==> src/shared/pmd_pkg.sv <==
package pmd_pkg;

  localparam int ADDR_W = 12;
  localparam int DATA_W = 32;
  localparam int NUM_REGS = 5;
  localparam int NUM_UNITS = 31;
  localparam int SYNC_STAGES = 3;

  // printed offsets are register indices; byte address is index * 4
  localparam logic [9:0] IDX_DISABLE_0 = 10'h10C;
  localparam logic [9:0] IDX_DISABLE_1 = 10'h10D;
  localparam logic [9:0] IDX_DISABLE_2 = 10'h10E;
  localparam logic [9:0] IDX_DISABLE_3 = 10'h10F;
  localparam logic [9:0] IDX_DISABLE_4 = 10'h110;
  localparam logic [9:0] REG_IDX [NUM_REGS] = '{IDX_DISABLE_0,
    IDX_DISABLE_1, IDX_DISABLE_2, IDX_DISABLE_3, IDX_DISABLE_4};

  localparam logic [7:0] REG_RESET = 8'h00;
  // implemented bits per register; the rest read as zero
  localparam logic [7:0] REG_MASK [NUM_REGS] = '{8'h0F, 8'hFF, 8'hFF,
    8'hFF, 8'h17};

  localparam int BIT_NVM = 0;
  localparam int BIT_CRC = 1;
  localparam int BIT_SCAN = 2;
  localparam int BIT_SYSCLK = 3;

  // quarter-rate instruction clock enable
  localparam logic [1:0] INSTR_LAST = 2'h3;
  // instruction cycles before a re-enabled unit is ready
  localparam logic [1:0] SETTLE_TICKS = 2'h2;

  localparam logic [1:0] RESP_OKAY = 2'h0;
  localparam logic [1:0] RESP_SLVERR = 2'h2;

  typedef struct packed {
    logic [3:0] unused;
    logic sysclk_network_off;
    logic scanner_off;
    logic crc_engine_off;
    logic nvm_access_off;
  } disable0_s;

  typedef struct packed {
    logic pwm_unit1_off;
    logic capcomp2_off;
    logic capcomp1_off;
    logic timer6_off;
    logic timer4_off;
    logic timer2_off;
    logic timer3_off;
    logic timer1_off;
  } disable1_s;

  typedef struct packed {
    logic logic_cell3_off;
    logic logic_cell2_off;
    logic logic_cell1_off;
    logic waveform_gen_off;
    logic num_osc_off;
    logic pwm_unit4_off;
    logic pwm_unit3_off;
    logic pwm_unit2_off;
  } disable2_s;

  typedef struct packed {
    logic comparator2_off;
    logic comparator1_off;
    logic voltage_ref_off;
    logic sync_serial2_off;
    logic sync_serial1_off;
    logic uart_two_off;
    logic uart_one_off;
    logic logic_cell4_off;
  } disable3_s;

  typedef struct packed {
    logic [2:0] unused_hi;
    logic zero_cross_off;
    logic unused_lo;
    logic dac_two_off;
    logic dac_one_off;
    logic adc_off;
  } disable4_s;

  typedef enum logic [1:0] {
    WR_IDLE = 2'b00,
    WR_HAVE_AW = 2'b01,
    WR_HAVE_W = 2'b10,
    WR_RESP = 2'b11
  } wr_state_e;

  typedef enum logic [0:0] {
    RD_IDLE = 1'b0,
    RD_RESP = 1'b1
  } rd_state_e;

endpackage

==> src/rtl/pmd_unit_ctrl.sv <==
`timescale 1ns/1ps
module pmd_unit_ctrl
  import pmd_pkg::*;
(
  input wire logic aclk,
  input wire logic aresetn,
  input wire logic instr_tick,
  input wire logic [NUM_UNITS-1:0] disable_bits,
  output logic [NUM_UNITS-1:0] hold_reset,
  output logic [NUM_UNITS-1:0] clk_en,
  output logic [NUM_UNITS-1:0] sfr_ready
);

  genvar u;
  generate
    for (u = 0; u < NUM_UNITS; u++)
    begin : g_unit
      logic [1:0] settle_reg;

      // registered so that gating never glitches on a bus write
      always_ff @(posedge aclk)
      begin
        if (!aresetn)
        begin
          hold_reset[u] <= 1'b0;
          clk_en[u] <= 1'b1;
        end
        else
        begin
          hold_reset[u] <= disable_bits[u];
          clk_en[u] <= ~disable_bits[u];
        end
      end

      // a cleared unit leaves reset at its power-on values
      always_ff @(posedge aclk)
      begin
        if (!aresetn)
        begin
          settle_reg <= SETTLE_TICKS;
          sfr_ready[u] <= 1'b1;
        end
        else if (disable_bits[u])
        begin
          settle_reg <= 2'h0;
          sfr_ready[u] <= 1'b0;
        end
        else
        begin
          if (instr_tick && settle_reg != SETTLE_TICKS)
            settle_reg <= settle_reg + 2'h1;
          sfr_ready[u] <= (settle_reg == SETTLE_TICKS);
        end
      end

      a_gate_pair_match: assert property (
        @(posedge aclk) disable iff (!aresetn)
        hold_reset[u] != clk_en[u])
        else $error("hold and clock enable disagree");

      a_not_ready_held: assert property (
        @(posedge aclk) disable iff (!aresetn)
        hold_reset[u] |-> !sfr_ready[u])
        else $error("unit ready while held in reset");
    end
  endgenerate

endmodule

==> src/rtl/pmd_ctrl.sv <==
`timescale 1ns/1ps
// Function
// - scanner held off while bit 2 set
// - crc engine held off while bit 1 set
// - bit 0 blocks memory access, control writes
// - clock gate stops full rate only
// - second register maps pwm, capture, timers
// - third register maps cells, generator, pwm
// - fourth register maps comparators, serial, uart
// - fifth register four bits, rest zero
// - zero-cross disable depends on fuse
// - five consecutive registers from 0x010C
// - disabled unit held reset, outputs off
// - re-enabled unit starts at reset values
// - every reset clears all disable bits
module pmd_ctrl
  import pmd_pkg::*;
(
  input wire logic aclk,
  input wire logic aresetn,
  input wire logic [ADDR_W-1:0] s_axi_awaddr,
  input wire logic [2:0] s_axi_awprot,
  input wire logic s_axi_awvalid,
  output logic s_axi_awready,
  input wire logic [DATA_W-1:0] s_axi_wdata,
  input wire logic [3:0] s_axi_wstrb,
  input wire logic s_axi_wvalid,
  output logic s_axi_wready,
  output logic [1:0] s_axi_bresp,
  output logic s_axi_bvalid,
  input wire logic s_axi_bready,
  input wire logic [ADDR_W-1:0] s_axi_araddr,
  input wire logic [2:0] s_axi_arprot,
  input wire logic s_axi_arvalid,
  output logic s_axi_arready,
  output logic [DATA_W-1:0] s_axi_rdata,
  output logic [1:0] s_axi_rresp,
  output logic s_axi_rvalid,
  input wire logic s_axi_rready,
  input wire logic zcd_fuse_always_on,
  input wire logic nvm_rd_req,
  input wire logic nvm_wr_req,
  input wire logic nvm_ctrl_wr_req,
  output logic nvm_rd_grant,
  output logic nvm_wr_grant,
  output logic nvm_ctrl_wr_grant,
  output logic sysclk_gate_en,
  output logic instr_clk_en,
  output logic [NUM_UNITS-1:0] unit_hold_reset,
  output logic [NUM_UNITS-1:0] unit_clk_en,
  output logic [NUM_UNITS-1:0] unit_sfr_ready
);

  wr_state_e wr_state_reg;
  wr_state_e wr_state_next;
  rd_state_e rd_state_reg;
  rd_state_e rd_state_next;
  logic aw_hs;
  logic w_hs;
  logic ar_hs;
  logic wr_fire;
  logic [ADDR_W-1:0] awaddr_reg;
  logic [DATA_W-1:0] wdata_reg;
  logic [3:0] wstrb_reg;
  logic [ADDR_W-1:0] wr_addr;
  logic [DATA_W-1:0] wr_data;
  logic [3:0] wr_strb;
  logic [3:0] wr_dec;
  logic [3:0] rd_dec;
  logic [7:0] reg_file [NUM_REGS];
  logic [2:0] fuse_sync_reg;
  logic fuse_reg;
  logic [1:0] div_reg;
  logic zero_cross_eff;
  logic [NUM_UNITS-1:0] unit_disable;
  disable0_s dis0;
  disable1_s dis1;
  disable2_s dis2;
  disable3_s dis3;
  disable4_s dis4;

  // bit 3 = hit, bits 2:0 = register number; low address bits ignored
  function automatic logic [3:0] find_reg(input logic [ADDR_W-1:0] a);
    logic [3:0] r;
    r = 4'h0;
    for (int k = 0; k < NUM_REGS; k++)
    begin
      if (a[ADDR_W-1:2] == REG_IDX[k])
        r = {1'b1, 3'(k)};
    end
    return r;
  endfunction

  assign aw_hs = s_axi_awvalid && s_axi_awready;
  assign w_hs = s_axi_wvalid && s_axi_wready;
  assign ar_hs = s_axi_arvalid && s_axi_arready;
  assign wr_addr = (wr_state_reg == WR_HAVE_AW) ? awaddr_reg : s_axi_awaddr;
  assign wr_data = (wr_state_reg == WR_HAVE_W) ? wdata_reg : s_axi_wdata;
  assign wr_strb = (wr_state_reg == WR_HAVE_W) ? wstrb_reg : s_axi_wstrb;
  assign wr_dec = find_reg(wr_addr);
  assign rd_dec = find_reg(s_axi_araddr);

  always_comb
  begin
    wr_state_next = wr_state_reg;
    wr_fire = 1'b0;
    case (wr_state_reg)
      WR_IDLE:
      begin
        if (aw_hs && w_hs)
        begin
          wr_state_next = WR_RESP;
          wr_fire = 1'b1;
        end
        else if (aw_hs)
          wr_state_next = WR_HAVE_AW;
        else if (w_hs)
          wr_state_next = WR_HAVE_W;
      end
      WR_HAVE_AW:
      begin
        if (w_hs)
        begin
          wr_state_next = WR_RESP;
          wr_fire = 1'b1;
        end
      end
      WR_HAVE_W:
      begin
        if (aw_hs)
        begin
          wr_state_next = WR_RESP;
          wr_fire = 1'b1;
        end
      end
      WR_RESP:
      begin
        if (s_axi_bready)
          wr_state_next = WR_IDLE;
      end
      default: wr_state_next = WR_IDLE;
    endcase
  end

  always_ff @(posedge aclk)
  begin
    if (!aresetn)
    begin
      wr_state_reg <= WR_IDLE;
      s_axi_awready <= 1'b0;
      s_axi_wready <= 1'b0;
      s_axi_bvalid <= 1'b0;
      s_axi_bresp <= RESP_OKAY;
    end
    else
    begin
      wr_state_reg <= wr_state_next;
      s_axi_awready <= (wr_state_next == WR_IDLE) ||
                       (wr_state_next == WR_HAVE_W);
      s_axi_wready <= (wr_state_next == WR_IDLE) ||
                      (wr_state_next == WR_HAVE_AW);
      s_axi_bvalid <= (wr_state_next == WR_RESP);
      if (wr_fire)
        s_axi_bresp <= wr_dec[3] ? RESP_OKAY : RESP_SLVERR;
    end
  end

  always_ff @(posedge aclk)
  begin
    if (!aresetn)
    begin
      awaddr_reg <= '0;
      wdata_reg <= '0;
      wstrb_reg <= 4'h0;
    end
    else
    begin
      if (aw_hs)
        awaddr_reg <= s_axi_awaddr;
      if (w_hs)
      begin
        wdata_reg <= s_axi_wdata;
        wstrb_reg <= s_axi_wstrb;
      end
    end
  end

  // only byte lane 0 carries the 8-bit registers
  genvar i;
  generate
    for (i = 0; i < NUM_REGS; i++)
    begin : g_reg
      always_ff @(posedge aclk)
      begin
        if (!aresetn)
          reg_file[i] <= REG_RESET;
        else if (wr_fire && wr_dec[3] && wr_dec[2:0] == 3'(i) && wr_strb[0])
          reg_file[i] <= wr_data[7:0] & REG_MASK[i];
      end
    end
  endgenerate

  always_comb
  begin
    rd_state_next = rd_state_reg;
    case (rd_state_reg)
      RD_IDLE:
      begin
        if (ar_hs)
          rd_state_next = RD_RESP;
      end
      RD_RESP:
      begin
        if (s_axi_rready)
          rd_state_next = RD_IDLE;
      end
      default: rd_state_next = RD_IDLE;
    endcase
  end

  always_ff @(posedge aclk)
  begin
    if (!aresetn)
    begin
      rd_state_reg <= RD_IDLE;
      s_axi_arready <= 1'b0;
      s_axi_rvalid <= 1'b0;
      s_axi_rdata <= '0;
      s_axi_rresp <= RESP_OKAY;
    end
    else
    begin
      rd_state_reg <= rd_state_next;
      s_axi_arready <= (rd_state_next == RD_IDLE);
      s_axi_rvalid <= (rd_state_next == RD_RESP);
      if (ar_hs)
      begin
        s_axi_rdata <= rd_dec[3] ? {24'h0, reg_file[rd_dec[2:0]]} : '0;
        s_axi_rresp <= rd_dec[3] ? RESP_OKAY : RESP_SLVERR;
      end
    end
  end

  // fuse is a pin level; accept only once two later stages agree
  always_ff @(posedge aclk)
  begin
    if (!aresetn)
    begin
      fuse_sync_reg <= 3'h0;
      fuse_reg <= 1'b0;
    end
    else
    begin
      fuse_sync_reg <= {fuse_sync_reg[1:0], zcd_fuse_always_on};
      if (fuse_sync_reg[1] == fuse_sync_reg[2])
        fuse_reg <= fuse_sync_reg[2];
    end
  end

  // instruction clock keeps running whatever the gate bit says
  always_ff @(posedge aclk)
  begin
    if (!aresetn)
    begin
      div_reg <= 2'h0;
      instr_clk_en <= 1'b0;
    end
    else
    begin
      div_reg <= div_reg + 2'h1;
      instr_clk_en <= (div_reg == INSTR_LAST);
    end
  end

  assign dis0 = disable0_s'(reg_file[0]);
  assign dis1 = disable1_s'(reg_file[1]);
  assign dis2 = disable2_s'(reg_file[2]);
  assign dis3 = disable3_s'(reg_file[3]);
  assign dis4 = disable4_s'(reg_file[4]);
  // a fuse forcing the detector on overrides the disable bit
  assign zero_cross_eff = dis4.zero_cross_off && !fuse_reg;

  assign unit_disable = {zero_cross_eff, dis4.dac_two_off,
    dis4.dac_one_off, dis4.adc_off,
    dis3, dis2, dis1,
    dis0.scanner_off, dis0.crc_engine_off,
    dis0.nvm_access_off};

  always_ff @(posedge aclk)
  begin
    if (!aresetn)
    begin
      sysclk_gate_en <= 1'b1;
      nvm_rd_grant <= 1'b0;
      nvm_wr_grant <= 1'b0;
      nvm_ctrl_wr_grant <= 1'b0;
    end
    else
    begin
      sysclk_gate_en <= !dis0.sysclk_network_off;
      nvm_rd_grant <= nvm_rd_req && !dis0.nvm_access_off;
      nvm_wr_grant <= nvm_wr_req && !dis0.nvm_access_off;
      nvm_ctrl_wr_grant <= nvm_ctrl_wr_req && !dis0.nvm_access_off;
    end
  end

  pmd_unit_ctrl u_units (
    .aclk(aclk),
    .aresetn(aresetn),
    .instr_tick(instr_clk_en),
    .disable_bits(unit_disable),
    .hold_reset(unit_hold_reset),
    .clk_en(unit_clk_en),
    .sfr_ready(unit_sfr_ready)
  );

  a_write_to_hold: assert property (
    @(posedge aclk) disable iff (!aresetn)
    (wr_fire && wr_dec == 4'h9 && wr_strb[0])
    |=> ##1 unit_hold_reset[10:3] == $past(wr_data[7:0], 2))
    else $error("timer group hold not set two edges after write");
  a_scan_hold: assert property (
    @(posedge aclk) disable iff (!aresetn)
    dis0.scanner_off |=> unit_hold_reset[2] && !unit_clk_en[2])
    else $error("scanner not held while disabled");
  a_crc_release: assert property (
    @(posedge aclk) disable iff (!aresetn)
    !dis0.crc_engine_off |=> !unit_hold_reset[1])
    else $error("crc engine held while enabled");
  a_nvm_blocked: assert property (
    @(posedge aclk) disable iff (!aresetn)
    dis0.nvm_access_off |=> !nvm_rd_grant && !nvm_wr_grant &&
    !nvm_ctrl_wr_grant)
    else $error("memory access granted while blocked");
  a_nvm_allowed: assert property (
    @(posedge aclk) disable iff (!aresetn)
    (!dis0.nvm_access_off && nvm_rd_req) |=> nvm_rd_grant)
    else $error("memory read refused while allowed");
  a_instr_period: assert property (
    @(posedge aclk) disable iff (!aresetn)
    instr_clk_en |=> !instr_clk_en [*3] ##1 instr_clk_en)
    else $error("instruction enable not every fourth cycle");
  a_sysclk_gate: assert property (
    @(posedge aclk) disable iff (!aresetn)
    $rose(dis0.sysclk_network_off) |=> !sysclk_gate_en)
    else $error("system clock gate still open");
  a_unimpl_zero: assert property (
    @(posedge aclk) disable iff (!aresetn)
    (reg_file[4] & ~REG_MASK[4]) == 8'h00 &&
    (reg_file[0] & ~REG_MASK[0]) == 8'h00)
    else $error("unimplemented bit set");
  a_fuse_override: assert property (
    @(posedge aclk) disable iff (!aresetn)
    (fuse_reg && $past(fuse_reg)) |-> !unit_hold_reset[NUM_UNITS-1])
    else $error("zero-cross held despite fuse");
  a_reset_clears: assert property (
    @(posedge aclk)
    !aresetn |=> reg_file[0] == REG_RESET && reg_file[1] == REG_RESET &&
    reg_file[2] == REG_RESET && reg_file[3] == REG_RESET &&
    reg_file[4] == REG_RESET)
    else $error("disable bits not cleared by reset");
  a_unmapped_read: assert property (
    @(posedge aclk) disable iff (!aresetn)
    (ar_hs && !rd_dec[3]) |=> s_axi_rvalid && s_axi_rresp == RESP_SLVERR &&
    s_axi_rdata == '0)
    else $error("unmapped read not answered with error");
  a_bvalid_holds: assert property (
    @(posedge aclk) disable iff (!aresetn)
    (s_axi_bvalid && !s_axi_bready) |=> s_axi_bvalid && $stable(s_axi_bresp))
    else $error("write response dropped before taken");

endmodule

==> config.mk <==
export PLATFORM = sky130hd
export DESIGN_NAME = pmd_ctrl
export DESIGN_NICKNAME = d
export VERILOG_FILES = /design/src/shared/pmd_pkg.sv /design/src/rtl/pmd_unit_ctrl.sv /design/src/rtl/pmd_ctrl.sv
export SDC_FILE = /design/constraint.sdc
export NUM_CORES = 1
export LEC_CHECK = 0
export BUFFER_PORTS_ARGS = -buffer_cell sky130_fd_sc_hd__buf_4
export CELL_PAD_IN_SITES_DETAIL_PLACEMENT = 1
export CELL_PAD_IN_SITES_GLOBAL_PLACEMENT = 2
export CORE_MARGIN = 2
export CORE_UTILIZATION = 33
export DETAILED_ROUTE_END_ITERATION = 16
export PLACE_DENSITY_LB_ADDON = 0.1
export SYNTH_ARGS = -nofsm -noshare
export SYNTH_HDL_FRONTEND = slang
export SYNTH_SLANG_ARGS = --single-unit
export TNS_END_PERCENT = 100
==> constraint.sdc <==
create_clock -name aclk -period 5.6 [get_ports aclk]
set_clock_uncertainty 0.2 [all_clocks]
set_input_delay 0.28 -clock aclk [delete_from_list [all_inputs] [get_ports aclk]]
set_output_delay 0.28 -clock aclk [all_outputs]
set_load 0.1 [all_outputs]
==> out/results.tsv, run 1 <==
metric	value	unit
first_iter_violations	235	
ir_drop	0.185	mV
final_common_cell	dfxtp_1	
fmax	0.381	GHz
antenna_found_initial	0	
clock_latency	0.53	ns
grt_pass1_wl	34600	um
grt_pass1_vias	6557	
p_total	4130	uW
most-common-layout-cells	dfxtp_1, buf_4, inv_1	
dieArea	28400	um2
powerDensity	360	nW/um2
ctsRootBufferMaster	clkbuf_16	
wl_per_cell	15.0	um
clock_path_buffers	3	
wl	21600	um
cts.sinks	234	
hold_path_class	primary input to flip-flop	
grt_max_degree	87	
worstSetupEndpointType	flip-flop	
setup_violations	0	
post-route-min-period	2.63	ns
start_util	33.4	%
ant_nets	0	
drt_first_pass_iters	4	
nNetsFinal	1189	
area_growth	28.2	%
hold_viol	0	
slew_headroom	47.5	%
htreeDepth	1	
final.setup.tns	0	ns
yosysSeqAreaShare	55.9	%
core_area	26800	um2
place_congestion	0.707	
synth_enable_flop_cells	32	
grt_overflow_total	0	
maxCapViolations	0	
dpl_cell_area	10300	um2
viasPerCell	4.56	
die_x	169	um
fillers	3033	
drive_gt1_share	20.5	%
avgSynthCellArea	9.95	um2
ys_ff_latch	234	
arrival	2.60	ns
io_buffer_count	152	
cts_made_buffers	27	
leakage	0.00478	uW
ys_warn_count	0	
cts_setup_buffers	0	
path_clk_slew	0.06	ns
outcome	finished clean	
rsz0062_at_grt	false	
grt_usage	15.1	%
period_share	46.9	%
synth_async_sr_flop_share	0	%
synth.distinct_cells	51	
critPathRequiredTime	5.58	ns
die_h	169	um
critPathLaunchType	flip-flop	
io_pins	216	
slew_violations	0	
diodes	0	
rows	60	
synthCells	899	
path_class	flip-flop to flip-flop	
synthFlopType	dfxtp_1	
netlist_area	8950	um2
tightest_slew	0.787	ns
cp_max_fo	11	
postLayoutCellArea	11500	um2
num_vias	6568	
cts_tree	built	
dp_hpwl	15100	um
largest_reg_flops	62	
drc	0	
fin_util	42.8	%
==> cell type report <==
| cell class | instances | area (um2) | area share, % |
|---|---|---|---|
| Timing Repair Buffer | 185 | 1460 | 12.8 |
| Sequential cell | 234 | 5000 | 43.6 |
| Multi-Input combinational cell | 537 | 3340 | 29.2 |
| Inverter | 95 | 357 | 3.11 |
| Clock buffer | 41 | 779 | 6.80 |
| Clock inverter | 8 | 93.8 | 0.818 |
| Tap cell | 341 | 427 | 3.72 |
==> metal layers <==
| metal | global-route usage [%] | vias up | share of wire, % |
|---|---|---|---|
| li1 | - | 3269 | - |
| met1 | 20.2 | 3122 | 48 |
| met2 | 25.7 | 150 | 47 |
| met3 | 2.62 | 27 | 4.1 |
| met4 | 3.71 | 0 | 1.6 |
| met5 | 0 | - | 0 |
==> per-stage QoR <==
step           std cells  hold slack [ns]  setup WS, ns
6_report            1441           0.0475          2.97
5_1_grt             1441           0.0502          2.82
4_1_cts             1441           0.0212          2.95
3_5_place_dp        1362            0.214          2.97
3_3_place_gp        1362            0.208          3.04
2_1_floorplan        924            0.199          2.87
==> repair_timing <==
| action | CTS | global route |
|---|---|---|
| endpoints found under the hold margin | 54 | 0 |
| gates resized for setup | 0 | 0 |
| hold buffers | 30 | 0 |
| endpoints found under the setup margin | 0 | 0 |
==> worst max-delay path, stage by stage (launching register included) <==
cell	delay, ns
dfxtp_1	0.44
nand4bb_1	0.35
nor4_4	0.47
o2111ai_2	0.36
nand2_1	0.46
==> worst paths after layout <==
check | start | endpoint | slack [ns] | depth (start not counted)
worst max-delay path | wr_state_reg[1] | reg_file[1][3] | 2.97 | 4
worst max register to register | wr_state_reg[1] | reg_file[1][3] | 2.97 | 4
worst min-delay path | s_axi_araddr[3] | s_axi_rdata[0] | 0.05 | 4
worst min register to register | div_reg[0] | div_reg[0] | 0.22 | 1
==> cell usage after synthesis (3+ instances only) <==
master     number  area, um2
buf_2           4       20.0
nand2b_1       36        225
nand2_1        63        236
clkbuf_1       23       86.3
edfxtp_1       32        961
o21ai_0        66        330
nor3_1         32        160
dfxtp_1       202       4040
buf_1           3       11.3
ha_1           32        400
nor4_4          4       85.1
a21oi_1        54        270
and2_1         44        275
mux4_2          3       67.6
inv_1          94        353
a31oi_1         6       37.5
buf_4          26        195
nand3_1         9       45.0
mux2i_1         3       30.0
a22o_1          3       26.3
o2111ai_2       3       45.0
xnor2_1        31        272
a22oi_1         4       30.0
nor2_1         76        285
nand3b_1        3       22.5
mux2_2         14        158
==> report_power, final <==
group	internal [uW]	total, uW	switching (uW)
registers	1770	1810	42.6
logic	141	601	460
clock network	1050	1720	672
total	2960	4130	1170
==> cell families (layout without fill, tap and decap cells) <==
group / Yosys count / in the layout / synth area share (%)
and+or+nand+nor: 281 / 281 / 16.4
DFF: 234 / 234 / 55.9
buffers and inverters: 153 / 329 / 7.73
AOI/OAI and AO/OA: 146 / 146 / 9.40
adders and majority gates: 32 / 32 / 4.48
xor gates and xnor gates: 31 / 31 / 3.03
muxes: 21 / 21 / 3.01
other: 1 / 26 / 0.0419
Power figures use the tool's default switching activity.
==> run 2: changes to the inputs <==
--- a/config.mk
+++ b/config.mk
@@ -9,7 +9,7 @@
 export CELL_PAD_IN_SITES_DETAIL_PLACEMENT = 1
 export CELL_PAD_IN_SITES_GLOBAL_PLACEMENT = 2
 export CORE_MARGIN = 2
-export CORE_UTILIZATION = 33
+export CORE_UTILIZATION = 29
 export DETAILED_ROUTE_END_ITERATION = 16
 export PLACE_DENSITY_LB_ADDON = 0.1
 export SYNTH_ARGS = -nofsm -noshare
==> constraint.sdc (replaced) <==
create_clock -name aclk -period 2.2 [get_ports aclk]
set_clock_uncertainty 0.2 [all_clocks]
set_input_delay 0.11 -clock aclk [delete_from_list [all_inputs] [get_ports aclk]]
set_output_delay 0.11 -clock aclk [all_outputs]
set_load 0.1 [all_outputs]
==> out/results.tsv, run 2 (synthesis gave the netlist of run 1 again) <==
metric	value	unit	change
place_congestion	0.718		+1.6%
cts_tree	built		
critPathLaunchType	primary input		
cts_made_buffers	28		+3.7%
clock_latency	0.54	ns	about the same
wl_per_cell	14.8	um	-1.5%
cts.sinks	234		unchanged
grt_max_degree	45		-48%
drt_first_pass_iters	4		unchanged
area_growth	34.5	%	
core_area	30500	um2	+14%
seqPwrFrac	43.8	%	about the same
path_common_cell	dlygate4sd3_1		
grt_overflow_total	0		unchanged
path_cells	buf_4 > or4b_4 > dlygate4sd3_1 > nor2_1 > a31oi_1 > dlygate4sd3_1		
rsz0062_at_grt	false		
internal_power	7490	uW	+150%
nNetsFinal	1239		+4.2%
cp_max_fo	3		-8
dieArea	32300	um2	+13%
worstSetupEndpointType	flip-flop		
final.setup.tns	0	ns	unchanged
slew_violations	0		unchanged
antenna_found_initial	0		unchanged
viasPerCell	4.34		-4.7%
ir_drop	0.682	mV	+270%
final_common_cell	dfxtp_1		
outcome	finished clean		
dp_hpwl	16300	um	+7.6%
powerDensity	875	nW/um2	+140%
path_clk_slew	0.05	ns	about the same
reg2reg_to	s_axi_rdata[3]		
arrival	2.36	ns	-0.24 ns
rows	64		+6.7%
first_iter_violations	251		+6.8%
switchingPower	3040	uW	+160%
path_buf_inv	3		+3
reg2reg_from	reg_file[1][3]		
die_h	180	um	+6.5%
ctsRootBufferMaster	clkbuf_16		
hold_path_class	primary input to flip-flop		
grt_pass1_vias	6722		+2.5%
ant_nets	0		unchanged
grt_usage	14.1	%	-1.1 points
cp_slowest_cell	dlygate4sd3_1		
slew_headroom	64.1	%	+17 points
period_share	97.6	%	
start_util	29.3	%	-4.1 points
maxCapViolations	0		unchanged
die_x	180	um	+6.5%
dpl_cell_area	10500	um2	+2.4%
swShare	28.9	%	+0.47 points
drive_gt1_share	21.9	%	+1.5 points
io_pins	216		unchanged
tightest_slew	0.538	ns	-0.249 ns
critPathLaunch	s_axi_araddr[11]		
post-route-min-period	2.15	ns	
finalHoldWorstSlack	0.113	ns	+0.0655 ns
grt_pass1_wl	36900	um	+6.4%
reg2reg_slack	0.13	ns	-2.84 ns
hold_viol	0		unchanged
leakage	0.00497	uW	+3.9%
fmax	0.466	GHz	
drc	0		unchanged
io_buffer_count	152		unchanged
setup_violations	0		unchanged
slowest_delay	0.70	ns	+0.23 ns
largest_reg_flops	62		unchanged
ff2ff_path_depth	5		+1
postLayoutCellArea	12000	um2	+4.9%
path_class	primary input to flip-flop		
critPathRequiredTime	2.41	ns	-3.17 ns
cp_top_family	buffers and inverters		
power_frac_clock	41.0	%	-0.6 points
htreeDepth	1		unchanged
num_vias	6714		+2.2%
clock_path_buffers	3		unchanged
worst-path-stages	6		+2
crit_end	s_axi_rresp[1]		
most-common-layout-cells	dfxtp_1, buf_4, inv_1		
diodes	0		unchanged
combPwrFrac	15.2	%	+0.7 points
wl	22800	um	+5.6%
run 2: worst min path at each step:
| stage | from | cells past startpoint | slack, ns | end |
|---|---|---|---|---|
| 2_1_floorplan | nvm_ctrl_wr_req | 1 | 0.03 | nvm_ctrl_wr_grant |
| 3_3_place_gp | nvm_wr_req | 2 | 0.12 | nvm_wr_grant |
| 3_5_place_dp | nvm_rd_req | 2 | 0.12 | nvm_rd_grant |
| 4_1_cts | s_axi_araddr[6] | 5 | 0.03 | s_axi_rdata[4] |
| 5_1_grt | s_axi_araddr[6] | 5 | 0.13 | s_axi_rdata[6] |
| 6_report | s_axi_araddr[6] | 5 | 0.11 | s_axi_rdata[6] |
run 2: area by class of cell:
class	count	area, um2
fill	3520	18500
sequential	234	5020
multi-input combinational	537	3360
timing repair buffer	234	1940
clock buffer	42	783
tap	396	495
inverter	95	357
clock inverter	8	80.1
run 2: power groups by stage:
stage          Sequential, uW  Clock, uW  Combinational, uW
2_1_floorplan            5320          0                585
3_3_place_gp             4710          0               1530
3_5_place_dp             4710          0               1530
4_1_cts                  4620       4500               1610
5_1_grt                  4640       4660               1700
6_report                 4610       4310               1600
run 2: worst reg2reg max path, delay by kind of cell, from the launching register on:
kind,cells,cell delay (ns)
buf+inv,1,0.55
mux,1,0.30
flops,1,0.50
compound gates,2,0.33
simple gates,1,0.07
run 2: routing by layer:
metal	track usage, %	part of all wire [%]	up-vias
li1	-	-	3371
met1	18.4	47	3171
met2	23.9	46	139
met3	2.74	4.7	33
met4	3.67	2.0	0
met5	0	0	-
run 2: stage by stage:
step / worst slack, ns / util [%] / total power [uW] / std cells
final: 0.0522 / 39.4 / 10500 / 1546
after global routing: 0.0103 / 39.4 / 11000 / 1546
after CTS: 0.0401 / 39.3 / 10700 / 1544
after detailed placement: 0.0592 / 34.6 / 6250 / 1435
after global placement: 0.0889 / 34.6 / 6240 / 1435
after floorplan: 0.0385 / - / 5900 / 924
run 2: timing repair:
item / 4_1_cts / 5_1_grt
hold buffers: 59 / 2
buffers inserted: 0 / 1
resized for setup: 0 / 5
setup endpoints to repair: 0 / 33
endpoints found under the hold margin: 113 / 5
